[config.mk]
export PLATFORM = sky130hd
export DESIGN_NAME = lcc_led_channel_control_regs
export DESIGN_NICKNAME = d
export VERILOG_FILES = /design/src/lcc_pkg.sv /design/src/lcc_led_channel_control_regs.sv
export VERILOG_INCLUDE_DIRS = /design/src
export SDC_FILE = /design/constraint.sdc
export NUM_CORES = 1
export LEC_CHECK = 0
export BUFFER_PORTS_ARGS = -buffer_cell sky130_fd_sc_hd__buf_2
export CAP_MARGIN = 20
export CORE_MARGIN = 2
export CORE_UTILIZATION = 26
export CTS_CLUSTER_DIAMETER = 200
export DETAILED_ROUTE_END_ITERATION = 6
export PLACE_DENSITY = 0.47
export SLEW_MARGIN = 10
export SYNTH_ARGS = -nofsm -noshare
export SYNTH_HDL_FRONTEND = slang
export SYNTH_SLANG_ARGS = --single-unit
[constraint.sdc]
create_clock -name clk -period 7 [get_ports clk]
set_input_delay 0.7 -clock clk [delete_from_list [all_inputs] [get_ports clk]]
set_output_delay 0.7 -clock clk [all_outputs]
set_load 0.02 [all_outputs]
[src/lcc_consts.svh]
// Constants for the LED channel control register bank.
// Assumes inclusion by bare name from the package and the top module.
`ifndef LCC_CONSTS_SVH
`define LCC_CONSTS_SVH

// ----------------------------------------
// Register addresses
// ----------------------------------------
`define LCC_ADDR_CH4 8'h0B
`define LCC_ADDR_CH5 8'h0C
`define LCC_ADDR_CH6 8'h0D
`define LCC_CFG_RESET 8'h00
`define LCC_RD_UNMAPPED 8'h00

// ----------------------------------------
// Field positions
// ----------------------------------------
`define LCC_FADER_MSB 7
`define LCC_FADER_LSB 5
`define LCC_COLOR_HOLD_BIT 4
`define LCC_CURVE_BIT 3
`define LCC_SUPPLY_BIT 2
`define LCC_RSVD_MSB 1
`define LCC_RSVD_LSB 0

// ----------------------------------------
// Fader select codes
// ----------------------------------------
`define LCC_SEL_NONE0 3'h0
`define LCC_SEL_F1 3'h1
`define LCC_SEL_F2 3'h2
`define LCC_SEL_F3 3'h3
`define LCC_SEL_NONE4 3'h4
`define LCC_SEL_PWM 3'h5
`define LCC_SEL_NONE6 3'h6
`define LCC_SEL_NONE7 3'h7

`endif

[src/lcc_pkg.sv]
// Types shared by the LED channel control register bank.
// Assumes lcc_consts.svh is on the include path.
`include "lcc_consts.svh"

package lcc_pkg;

  // ----------------------------------------
  // Register layout, one per channel
  // ----------------------------------------
  typedef struct packed {
    logic [2:0] faderSelect;
    logic colorHold;
    logic curveSelect;
    logic supplySelect;
    logic [1:0] reserved;
  } lcc_cfg_t;

  // Decoded scaling source, one-hot
  typedef enum logic [4:0] {
    LCC_SRC_NONE = 5'b00001,
    LCC_SRC_F1 = 5'b00010,
    LCC_SRC_F2 = 5'b00100,
    LCC_SRC_F3 = 5'b01000,
    LCC_SRC_PWM = 5'b10000
  } lcc_src_t;

  // Per-channel drive toward the output stage
  typedef struct packed {
    logic [7:0] duty;
    logic faderActive;
    logic colorHold;
    logic curveExp;
    logic supplyExt;
  } lcc_drive_t;

endpackage

[src/lcc_led_channel_control_regs.sv]
// Control registers and drive path for LED channels 4, 5 and 6.
// Assumes a host-side serial slave presents single-cycle register
// strobes synchronous to clk, and duty inputs synchronous to clk.
//
// Operation
// - Fader codes 1h, 2h, 3h route channel through master fader one, two, three.
// - Code 5h scales channel by the external PWM input duty level.
// - Codes 0h, 4h, 6h, 7h apply no fader; reset value is 0h.
// - Colour-hold bit 4 set scales proportionally so RGB colour stays constant.
// - Colour-hold bit cleared, its reset value, applies no ratiometric scaling.
// - Bit 3 clear selects linear curve, set selects exponential; resets clear.
// - Chosen curve applies to both engine-driven and direct register duty.
// - Bit 2 clear means charge-pump supply, set means external supply; resets clear.
// - Channel 4 at Bh, 5 at Ch, 6 at Dh, each reset to zero.
`timescale 1ns/1ps
`default_nettype none
`include "lcc_consts.svh"

module lcc_led_channel_control_regs
  import lcc_pkg::*;
#(
  parameter int NUM_CH = 3
) (
  input wire logic clk, // 25 MHz device clock
  input wire logic reset_n, // Async reset, active low
  input wire logic regWrEn, // Register write strobe
  input wire logic regRdEn, // Register read strobe
  input wire logic [7:0] regAddr, // Register address
  input wire logic [7:0] regWrData, // Write data
  output logic [7:0] regRdData, // Read data, held
  output logic regRdValid, // Read data valid pulse
  input wire logic [7:0] fader1Level, // Master fader one
  input wire logic [7:0] fader2Level, // Master fader two
  input wire logic [7:0] fader3Level, // Master fader three
  input wire logic [7:0] pwmInDuty, // Measured PWM input duty
  input wire logic [NUM_CH-1:0] engineActive, // Engine owns channel
  input wire logic [NUM_CH-1:0][7:0] engineDuty, // Engine duty
  input wire logic [NUM_CH-1:0][7:0] directDuty, // Direct PWM duty
  output lcc_drive_t [NUM_CH-1:0] chDrive // Per-channel drive
);

  // ----------------------------------------
  // Helper functions
  // ----------------------------------------

  // Address of a channel's register
  function automatic logic [7:0] chAddr(input int idx);
    logic [7:0] a;
    a = `LCC_ADDR_CH4;
    case (idx)
      0: a = `LCC_ADDR_CH4;
      1: a = `LCC_ADDR_CH5;
      2: a = `LCC_ADDR_CH6;
      default: a = `LCC_ADDR_CH4;
    endcase
    return a;
  endfunction

  // Fader code to scaling source
  function automatic lcc_src_t decodeSrc(input logic [2:0] code);
    lcc_src_t s;
    s = LCC_SRC_NONE;
    case (code)
      `LCC_SEL_F1: s = LCC_SRC_F1;
      `LCC_SEL_F2: s = LCC_SRC_F2;
      `LCC_SEL_F3: s = LCC_SRC_F3;
      `LCC_SEL_PWM: s = LCC_SRC_PWM;
      default: s = LCC_SRC_NONE;
    endcase
    return s;
  endfunction

  // Product scaled so that 255 acts as unity
  function automatic logic [7:0] scale8(input logic [7:0] a,
                                        input logic [7:0] b);
    logic [15:0] p;
    p = 16'(a * b) + {8'h00, a};
    return p[15:8];
  endfunction

  // Square-law curve, monotonic, 0 maps to 0 and 255 to 255
  function automatic logic [7:0] expCurve(input logic [7:0] x);
    return scale8(x, x);
  endfunction

  // Smaller of two duties
  function automatic logic [7:0] min8(input logic [7:0] a,
                                      input logic [7:0] b);
    return (a < b) ? a : b;
  endfunction

  // ----------------------------------------
  // Register storage
  // ----------------------------------------
  lcc_cfg_t [NUM_CH-1:0] cfg_q;
  logic [NUM_CH-1:0] hit;

  // Address decode per channel
  always_comb begin
    for (int i = 0; i < NUM_CH; i++) begin
      hit[i] = (regAddr == chAddr(i));
    end
  end

  // Register writes, all eight bits stored
  always_ff @(posedge clk or negedge reset_n) begin
    if (!reset_n) begin
      cfg_q <= '0;
    end else begin
      for (int i = 0; i < NUM_CH; i++) begin
        if (regWrEn && hit[i]) begin
          cfg_q[i] <= lcc_cfg_t'(regWrData);
        end
      end
    end
  end

  // ----------------------------------------
  // Read port
  // ----------------------------------------
  logic [7:0] rdMux;

  // Unmapped addresses read as zero
  always_comb begin
    rdMux = `LCC_RD_UNMAPPED;
    for (int i = 0; i < NUM_CH; i++) begin
      if (hit[i]) begin
        rdMux = cfg_q[i];
      end
    end
  end

  // Read data registered; a same-cycle write shows next read
  always_ff @(posedge clk or negedge reset_n) begin
    if (!reset_n) begin
      regRdData <= 8'h00;
      regRdValid <= 1'b0;
    end else begin
      regRdValid <= regRdEn;
      if (regRdEn) begin
        regRdData <= rdMux;
      end
    end
  end

  // ----------------------------------------
  // Per-channel drive path
  // ----------------------------------------
  for (genvar g = 0; g < NUM_CH; g++) begin : gCh
    lcc_src_t src;
    logic [7:0] srcDuty;
    logic [7:0] curved;
    logic [7:0] level;
    logic [7:0] faded;

    // Engine and direct duty share the same curve
    always_comb begin
      srcDuty = engineActive[g] ? engineDuty[g] : directDuty[g];
      curved = cfg_q[g].curveSelect ? expCurve(srcDuty) : srcDuty;
    end

    // Fader level selection from this channel's own code
    always_comb begin
      src = decodeSrc(cfg_q[g].faderSelect);
      level = 8'hFF;
      case (src)
        LCC_SRC_F1: level = fader1Level;
        LCC_SRC_F2: level = fader2Level;
        LCC_SRC_F3: level = fader3Level;
        LCC_SRC_PWM: level = pwmInDuty;
        default: level = 8'hFF;
      endcase
    end

    // Proportional scaling keeps colour ratios; otherwise a cap
    always_comb begin
      if (src == LCC_SRC_NONE) begin
        faded = curved;
      end else if (cfg_q[g].colorHold) begin
        faded = scale8(curved, level);
      end else begin
        faded = min8(curved, level);
      end
    end

    // Drive outputs straight from flops
    always_ff @(posedge clk or negedge reset_n) begin
      if (!reset_n) begin
        chDrive[g] <= '0;
      end else begin
        chDrive[g].duty <= faded;
        chDrive[g].faderActive <= (src != LCC_SRC_NONE);
        chDrive[g].colorHold <= cfg_q[g].colorHold;
        chDrive[g].curveExp <= cfg_q[g].curveSelect;
        chDrive[g].supplyExt <= cfg_q[g].supplySelect;
      end
    end
  end

endmodule // lcc_led_channel_control_regs

`default_nettype wire

; Yosys cells after proc, flatten, opt, wreduce, memory -nomap -nowiden
; Cells that the tools add are included.
[totals]
regBits = 69
out_inout_bits = 45
word_cells = 107
inputBits = 103
[classes]
order_cmp = 3
addsub = 6
eq_ne = 33
n_mux = 24
n_reduce_logical = 3
n_mul = 6
[ops]
columns = operator, n
row1 = 8-bit 2-to-1 mux, 18
row2 = 16-bit by 8-bit adder with 16-bit output, 6
row3 = 8-bit by 8-bit multiplier with 16-bit output, 6
row4 = 8-bit one-hot mux with 4 select lines, 3
row5 = 5-bit one-hot mux with 4 select lines, 3
row6 = 8-bit by 4-bit equality test with 1-bit output (second input constant), 3
row7 = 8-bit < comparator, 3
row8 = 3-bit by 2-bit equality test with 1-bit output (second input constant), 6
row9 = 5-bit by 1-bit equality test with 1-bit output (second input constant), 3
row10 = 5-bit by 2-bit equality test with 1-bit output (second input constant), 3
row11 = 5-bit by 3-bit equality test with 1-bit output (second input constant), 3
row12 = 5-bit by 4-bit equality test with 1-bit output (second input constant), 3
row13 = 5-bit equality test (second input constant), 3
row14 = 5-bit by 1-bit inequality test with 1-bit output (second input constant), 3
row15 = 3-bit by 1-bit equality test with 1-bit output (second input constant), 3
row16 = 3-bit equality test (second input constant), 3
row17 = 1-bit logical AND, 3

; Longest topological paths before layout
[depth]
ltp_word = 8
ltp_mapped = 40
depth_no_buf = 39

; Worst setup path after synthesis
; OpenSTA, ideal clock, no wires.
[synth_timing]
kind = input to register
startpoint = input port engineActive[0]
endpoint = register chDrive[11] (netlist name)
setup_slack_ns = -2.622
path_stages = 38
t_arrival_ns = 9.542
t_required_ns = 6.920
path_cell_list = buf_4 -> mux2i_1 -> clkbuf_1 -> nor2_1 -> fa_1 -> fa_1 -> fa_1 -> inv_1 -> fa_1 -> inv_1 -> ha_1 -> a211oi_1 -> nand2_1 -> o211ai_1 -> a21oi_1 -> o31ai_2 -> a21boi_1 -> o31a_1 -> [... 2 more ...] -> nand2_1 -> fa_1 -> inv_1 -> fa_1 -> inv_1 -> fa_1 -> inv_1 -> fa_1 -> ha_1 -> a21oi_1 -> o21bai_1 -> a221o_1 -> a21oi_1 -> o31ai_4 -> a211oi_1 -> mux2i_1 -> o22ai_1 -> nor3_2
[synth_between]
elab_chain_cells = 8
[synth_lines]
columns = item, line_no
row1 = start: declaration, lcc_led_channel_control_regs.sv:36  ; input wire logic [NUM_CH-1:0] engineActive,
row2 = 8-bit 2-to-1 mux *, lcc_led_channel_control_regs.sv:158  ; srcDuty = engineActive[g] ? engineDuty[g] : directDuty[g];
row3 = 8-bit by 8-bit multiplier with 16-bit output, lcc_led_channel_control_regs.sv:77  ; p = 16'(a * b) + {8'h00, a};
row4 = 16-bit by 8-bit adder with 16-bit output, lcc_led_channel_control_regs.sv:77
row5 = 8-bit 2-to-1 mux *, lcc_led_channel_control_regs.sv:159  ; curved = cfg_q[g].curveSelect ? expCurve(srcDuty) : srcDuty;
row6 = 8-bit by 8-bit multiplier with 16-bit output / 8-bit < comparator (equally long branches), "lcc_led_channel_control_regs.sv:77, lcc_led_channel_control_regs.sv:89"
row7 = 16-bit by 8-bit adder with 16-bit output / 8-bit 2-to-1 mux (equally long branches), "lcc_led_channel_control_regs.sv:77, lcc_led_channel_control_regs.sv:89"
row8 = 8-bit 2-to-1 mux, lcc_led_channel_control_regs.sv:179  ; end else if (cfg_q[g].colorHold) begin
row9 = 8-bit 2-to-1 mux *, lcc_led_channel_control_regs.sv:177  ; if (src == LCC_SRC_NONE) begin
row10 = via gCh[0].faded[7], lcc_led_channel_control_regs.sv:154  ; logic [7:0] faded;
row11 = end: declaration, lcc_led_channel_control_regs.sv:39  ; output lcc_drive_t [NUM_CH-1:0] chDrive
; The timed path passes the listed nets; every way through them passes the cells marked *.
; A chain may end at the register's enable or synchronous reset.

; Final worst setup path
; Same ends and word-level chain as after synthesis.

==> run summary <==
The run finished, with violations left. The final reports fail on setup timing. The length in cells of the worst reg-to-reg path came out at 20. The final RePlAce weighted congestion is 0.8777. In this run the worst setup path begins at engineActive[0].

Ranked by instance count, the synthesized netlist is headed by inv_1, nor2_1, fa_1, ha_1, nand2_1. Counting stages on the worst path, the most repeated cell is fa_1. The number of enable-type register cells in the synthesized netlist came out at 0. The maximum clock rate came out at 111.1 MHz.

The H-tree level count is 3. The cell area after technology mapping is 0.01597 mm². The number of buffer and inverter instances along the worst setup path came out at 12. For this run, design rule violations remaining after detail routing come to 0. STA classifies the critical path startpoint as an input port.

The maximum number of pins on one net before global-route repair is 70. For this design, the CTS-stage hold fixing added 0 buffers. STA classifies the critical path endpoint as a flip-flop. The worst setup path is of the in -> reg kind. The sum of overflow across all layers after global routing is 0. The growth of design area from synthesis to finish is 37.98%. The layout has 6245 filler cells. The count of endpoints failing setup in the final report is 24. The clock transition at the register clock pins on the worst setup and hold paths after CTS is roughly 0.07 ns. The detailed router put a total of 23.65 mm of wire on met1. The share of final-layout standard cells stronger than drive strength 1 came out at 35.95%. The clock latency on the worst-skew pair came out at ~0.38 ns. Among all flip-flop cells after synthesis, the most frequent one is dfrtp_1. The placement row count is 90.

In the final timing run, aggregate negative setup slack is -41.78 ns. The count of clock tree sinks came out at 69. The biggest area contributor in the post-synthesis netlist is fa_1. Prior to clock tree synthesis, the placed netlist has a worst setup slack of -2.695 ns. For flop-to-flop paths, the worst setup slack is 0.93 ns. The arrival time of the worst setup path came out at roughly 9.3 ns. The first global-routing pass estimated 81.27 mm of wire. Ranked by total cell area, the synthesized netlist is headed by fa_1, ha_1, dfrtp_1, inv_1, nor2_1. The final clock skew is approximately 0.0090 ns. The tightest slew margin relative to the limit came out at a little over a third.

The number of global-route vias before repair came to 15273. The effective utilization at floorplan came out at 26.35%. The first-pass iteration count of the detailed router came out at 5. Yosys instantiated no cell more often than inv_1. The number of input and output port buffers inserted came out at 147. TritonCTS built the clock tree. The post-synthesis sequential area ratio is around 11%. The analysis attributes to cell leakage a power of 11.19 nW. The initial antenna violation count came to 17. The tightest min-delay check is of the in -> async type. In the routed layout, each cell is associated on average with a via count of 4.596.

The final cycle utilization of the critical path is 128.5%. The slew at the pin with the worst max-slew slack came out at a little under 1 ns. The detail route stage leaves a number of antenna-violating nets equal to 0.

The required time reported for the critical path endpoint came out at 7.30 ns. The net count after synthesis came out at ~2400. The aggregate routed wire length is roughly 50 mm. The delay of the slowest cell on the worst path came out at about 0.54 ns. The post-synthesis register bit count came out at between 60 and 70. The final cell utilization of the core came out at 36.37%.

The met3 wire length is around 2.6 mm. The endpoint of the worst setup timing path is chDrive[11]. The total met2 wirelength after detailed routing is 23.33 mm. Synthesis handed over a netlist of 1821 instances. The power consumption came out at 0.01002 W. The number of vias after detailed routing is 14334. Clock tree synthesis selected as its root buffer the cell clkbuf_16. The number of endpoints with negative hold slack in the final report was 0. The count of final max-slew check failures came out at 0. The post-synthesis cell type count came out at 90.

The average instance in the mapped netlist occupies just under 9 µm². The sum of net half-perimeters after detailed placement came out at ~42 mm. Among cell families on the critical path, the largest total delay comes from adder cells.

In this run the vertical extent of the chip is 251.8 µm. The final routed wire length divided by cell count came out at 16.11 µm. The Yosys step of the flow raised 0 warnings. Max-cap violations in this run came to 0. The shortest period the worst path allows came out at 8.997 ns. Of all nets on the critical path, the largest fanout is 5. The iteration-0 DRC count of the detailed router came out at 759. The number of top-level pins is approximately 150. The overall routing resource usage came out at 16.27%. The power density of the placed cells is 454.7 mW/mm².

The sequential cell area is 0.001727 mm². The clock passes through at most 2 buffers. The async set-or-reset flop fraction in the synthesized netlist came out at 100.0%. In this run the critical register-to-register path is launched from cfg_q[22]. The top cell type's share of synthesized area came out at 28.21%.

Summing all multi-input logic gate instances after layout gives 0.01380 mm². Setup repair after global routing could not meet its margin everywhere. VDD sags by at most roughly 0.44 mV. The core region area came out at 0.06058 mm². The final-layout worst hold slack is approximately 0.28 ns.

The worst path setup slack after routing is -1.997 ns. In this run the critical register-to-register path is captured at chDrive[34]. Buffers inserted during clock tree synthesis total 9. The largest individual stage delay along the critical path comes from the cell fa_2. The total number of nets in the final design is 2879. The critical path crosses 39 cells after its start point.

The die footprint came out at 0.06341 mm². The top layer reached by signal wires is met5. The horizontal die dimension is around 250 µm.
-- sequential cells by signal (all words and copies together), names as in the netlist --
| signal | count |
|---|---|
| chDrive | 36 |
| cfg_q | 24 |
| regRdData | 8 |
| regRdValid | 1 |
-- routing by layer --
metal | GRT usage, % | up-vias
met5 | 0 | -
met2 | 26.47 | 242
met3 | 3.219 | 49
li1 | - | 6939
met4 | 2.959 | 18
met1 | 22.55 | 7086
-- cells in the final DEF, fill, tap and decap left out, drive strengths merged, types with 7 or more instances in the layout --
cell / count
xnor2: 38
a211oi: 11
or2: 8
inv: 361
o221a: 9
o21a: 8
o22ai: 26
mux2i: 30
and2: 9
o21ai: 44
dfrtp: 69
nand2: 138
nand2b: 15
or3: 7
buf: 534
nand3: 21
a221oi: 9
ha: 225
a21oi: 76
xor2: 13
clkbuf: 9
a222oi: 8
nor3: 15
nor2: 258
a31oi: 8
mux2: 47
a21o: 12
fa: 225
-- where the power goes --
group | internal (W) | switching, W
registers | 0.000434 | 0.0000319
logic | 0.00464 | 0.00445
clock network | 0.000245 | 0.000219
total | 0.00532 | 0.00470
-- repair_timing --
action	CTS	global route
resized for setup	128	69
setup endpoints to repair	24	24
pin swaps	84	96
gates cloned	2	0
buffers inserted	28	26
-- worst min-delay path by stage --
stage / from / end / slack (ns) / depth (start not counted)
global placement: cfg_q[2] / chDrive[0] / 0.38 / 0
floorplan: cfg_q[11] / chDrive[13] / 0.35 / 0
finish: reset_n / regRdData[2] / 0.28 / 1
detailed placement: cfg_q[18] / chDrive[24] / 0.38 / 0
global route: reset_n / regRdData[2] / 0.31 / 1
CTS: cfg_q[18] / chDrive[24] / 0.40 / 0
-- cell type report --
class                   count  share of cell area, %
repair buffers            534                  17.56
diodes                      6                0.06815
flip-flops and latches     69                  7.837
clock buffers               9                  1.022
multi-input cells        1352                  62.62
inverters                 360                  6.190
well taps                 782                  4.441
clock inverters             7                 0.2612
-- metrics by stage --
stage	instance area, µm²	cells
global route	22020	3113
CTS	21560	3092
global placement	20490	3049
detailed placement	20490	3049
finish	22030	3119
floorplan	16440	1821
-- cells by family (layout without fill, tap and decap cells) --
group           after synthesis  after routing  synth area share [%]
compound gates              267            267                 11.77
other cells                   0              6                     0
mux                          77             77                 5.196
flops                        69             69                 10.81
buf+inv                     400            910                 9.662
xor+xnor                     51             51                 2.798
fa+ha+maj                   450            450                 45.84
simple gates                507            507                 13.92
Power figures use the tool's default switching activity.
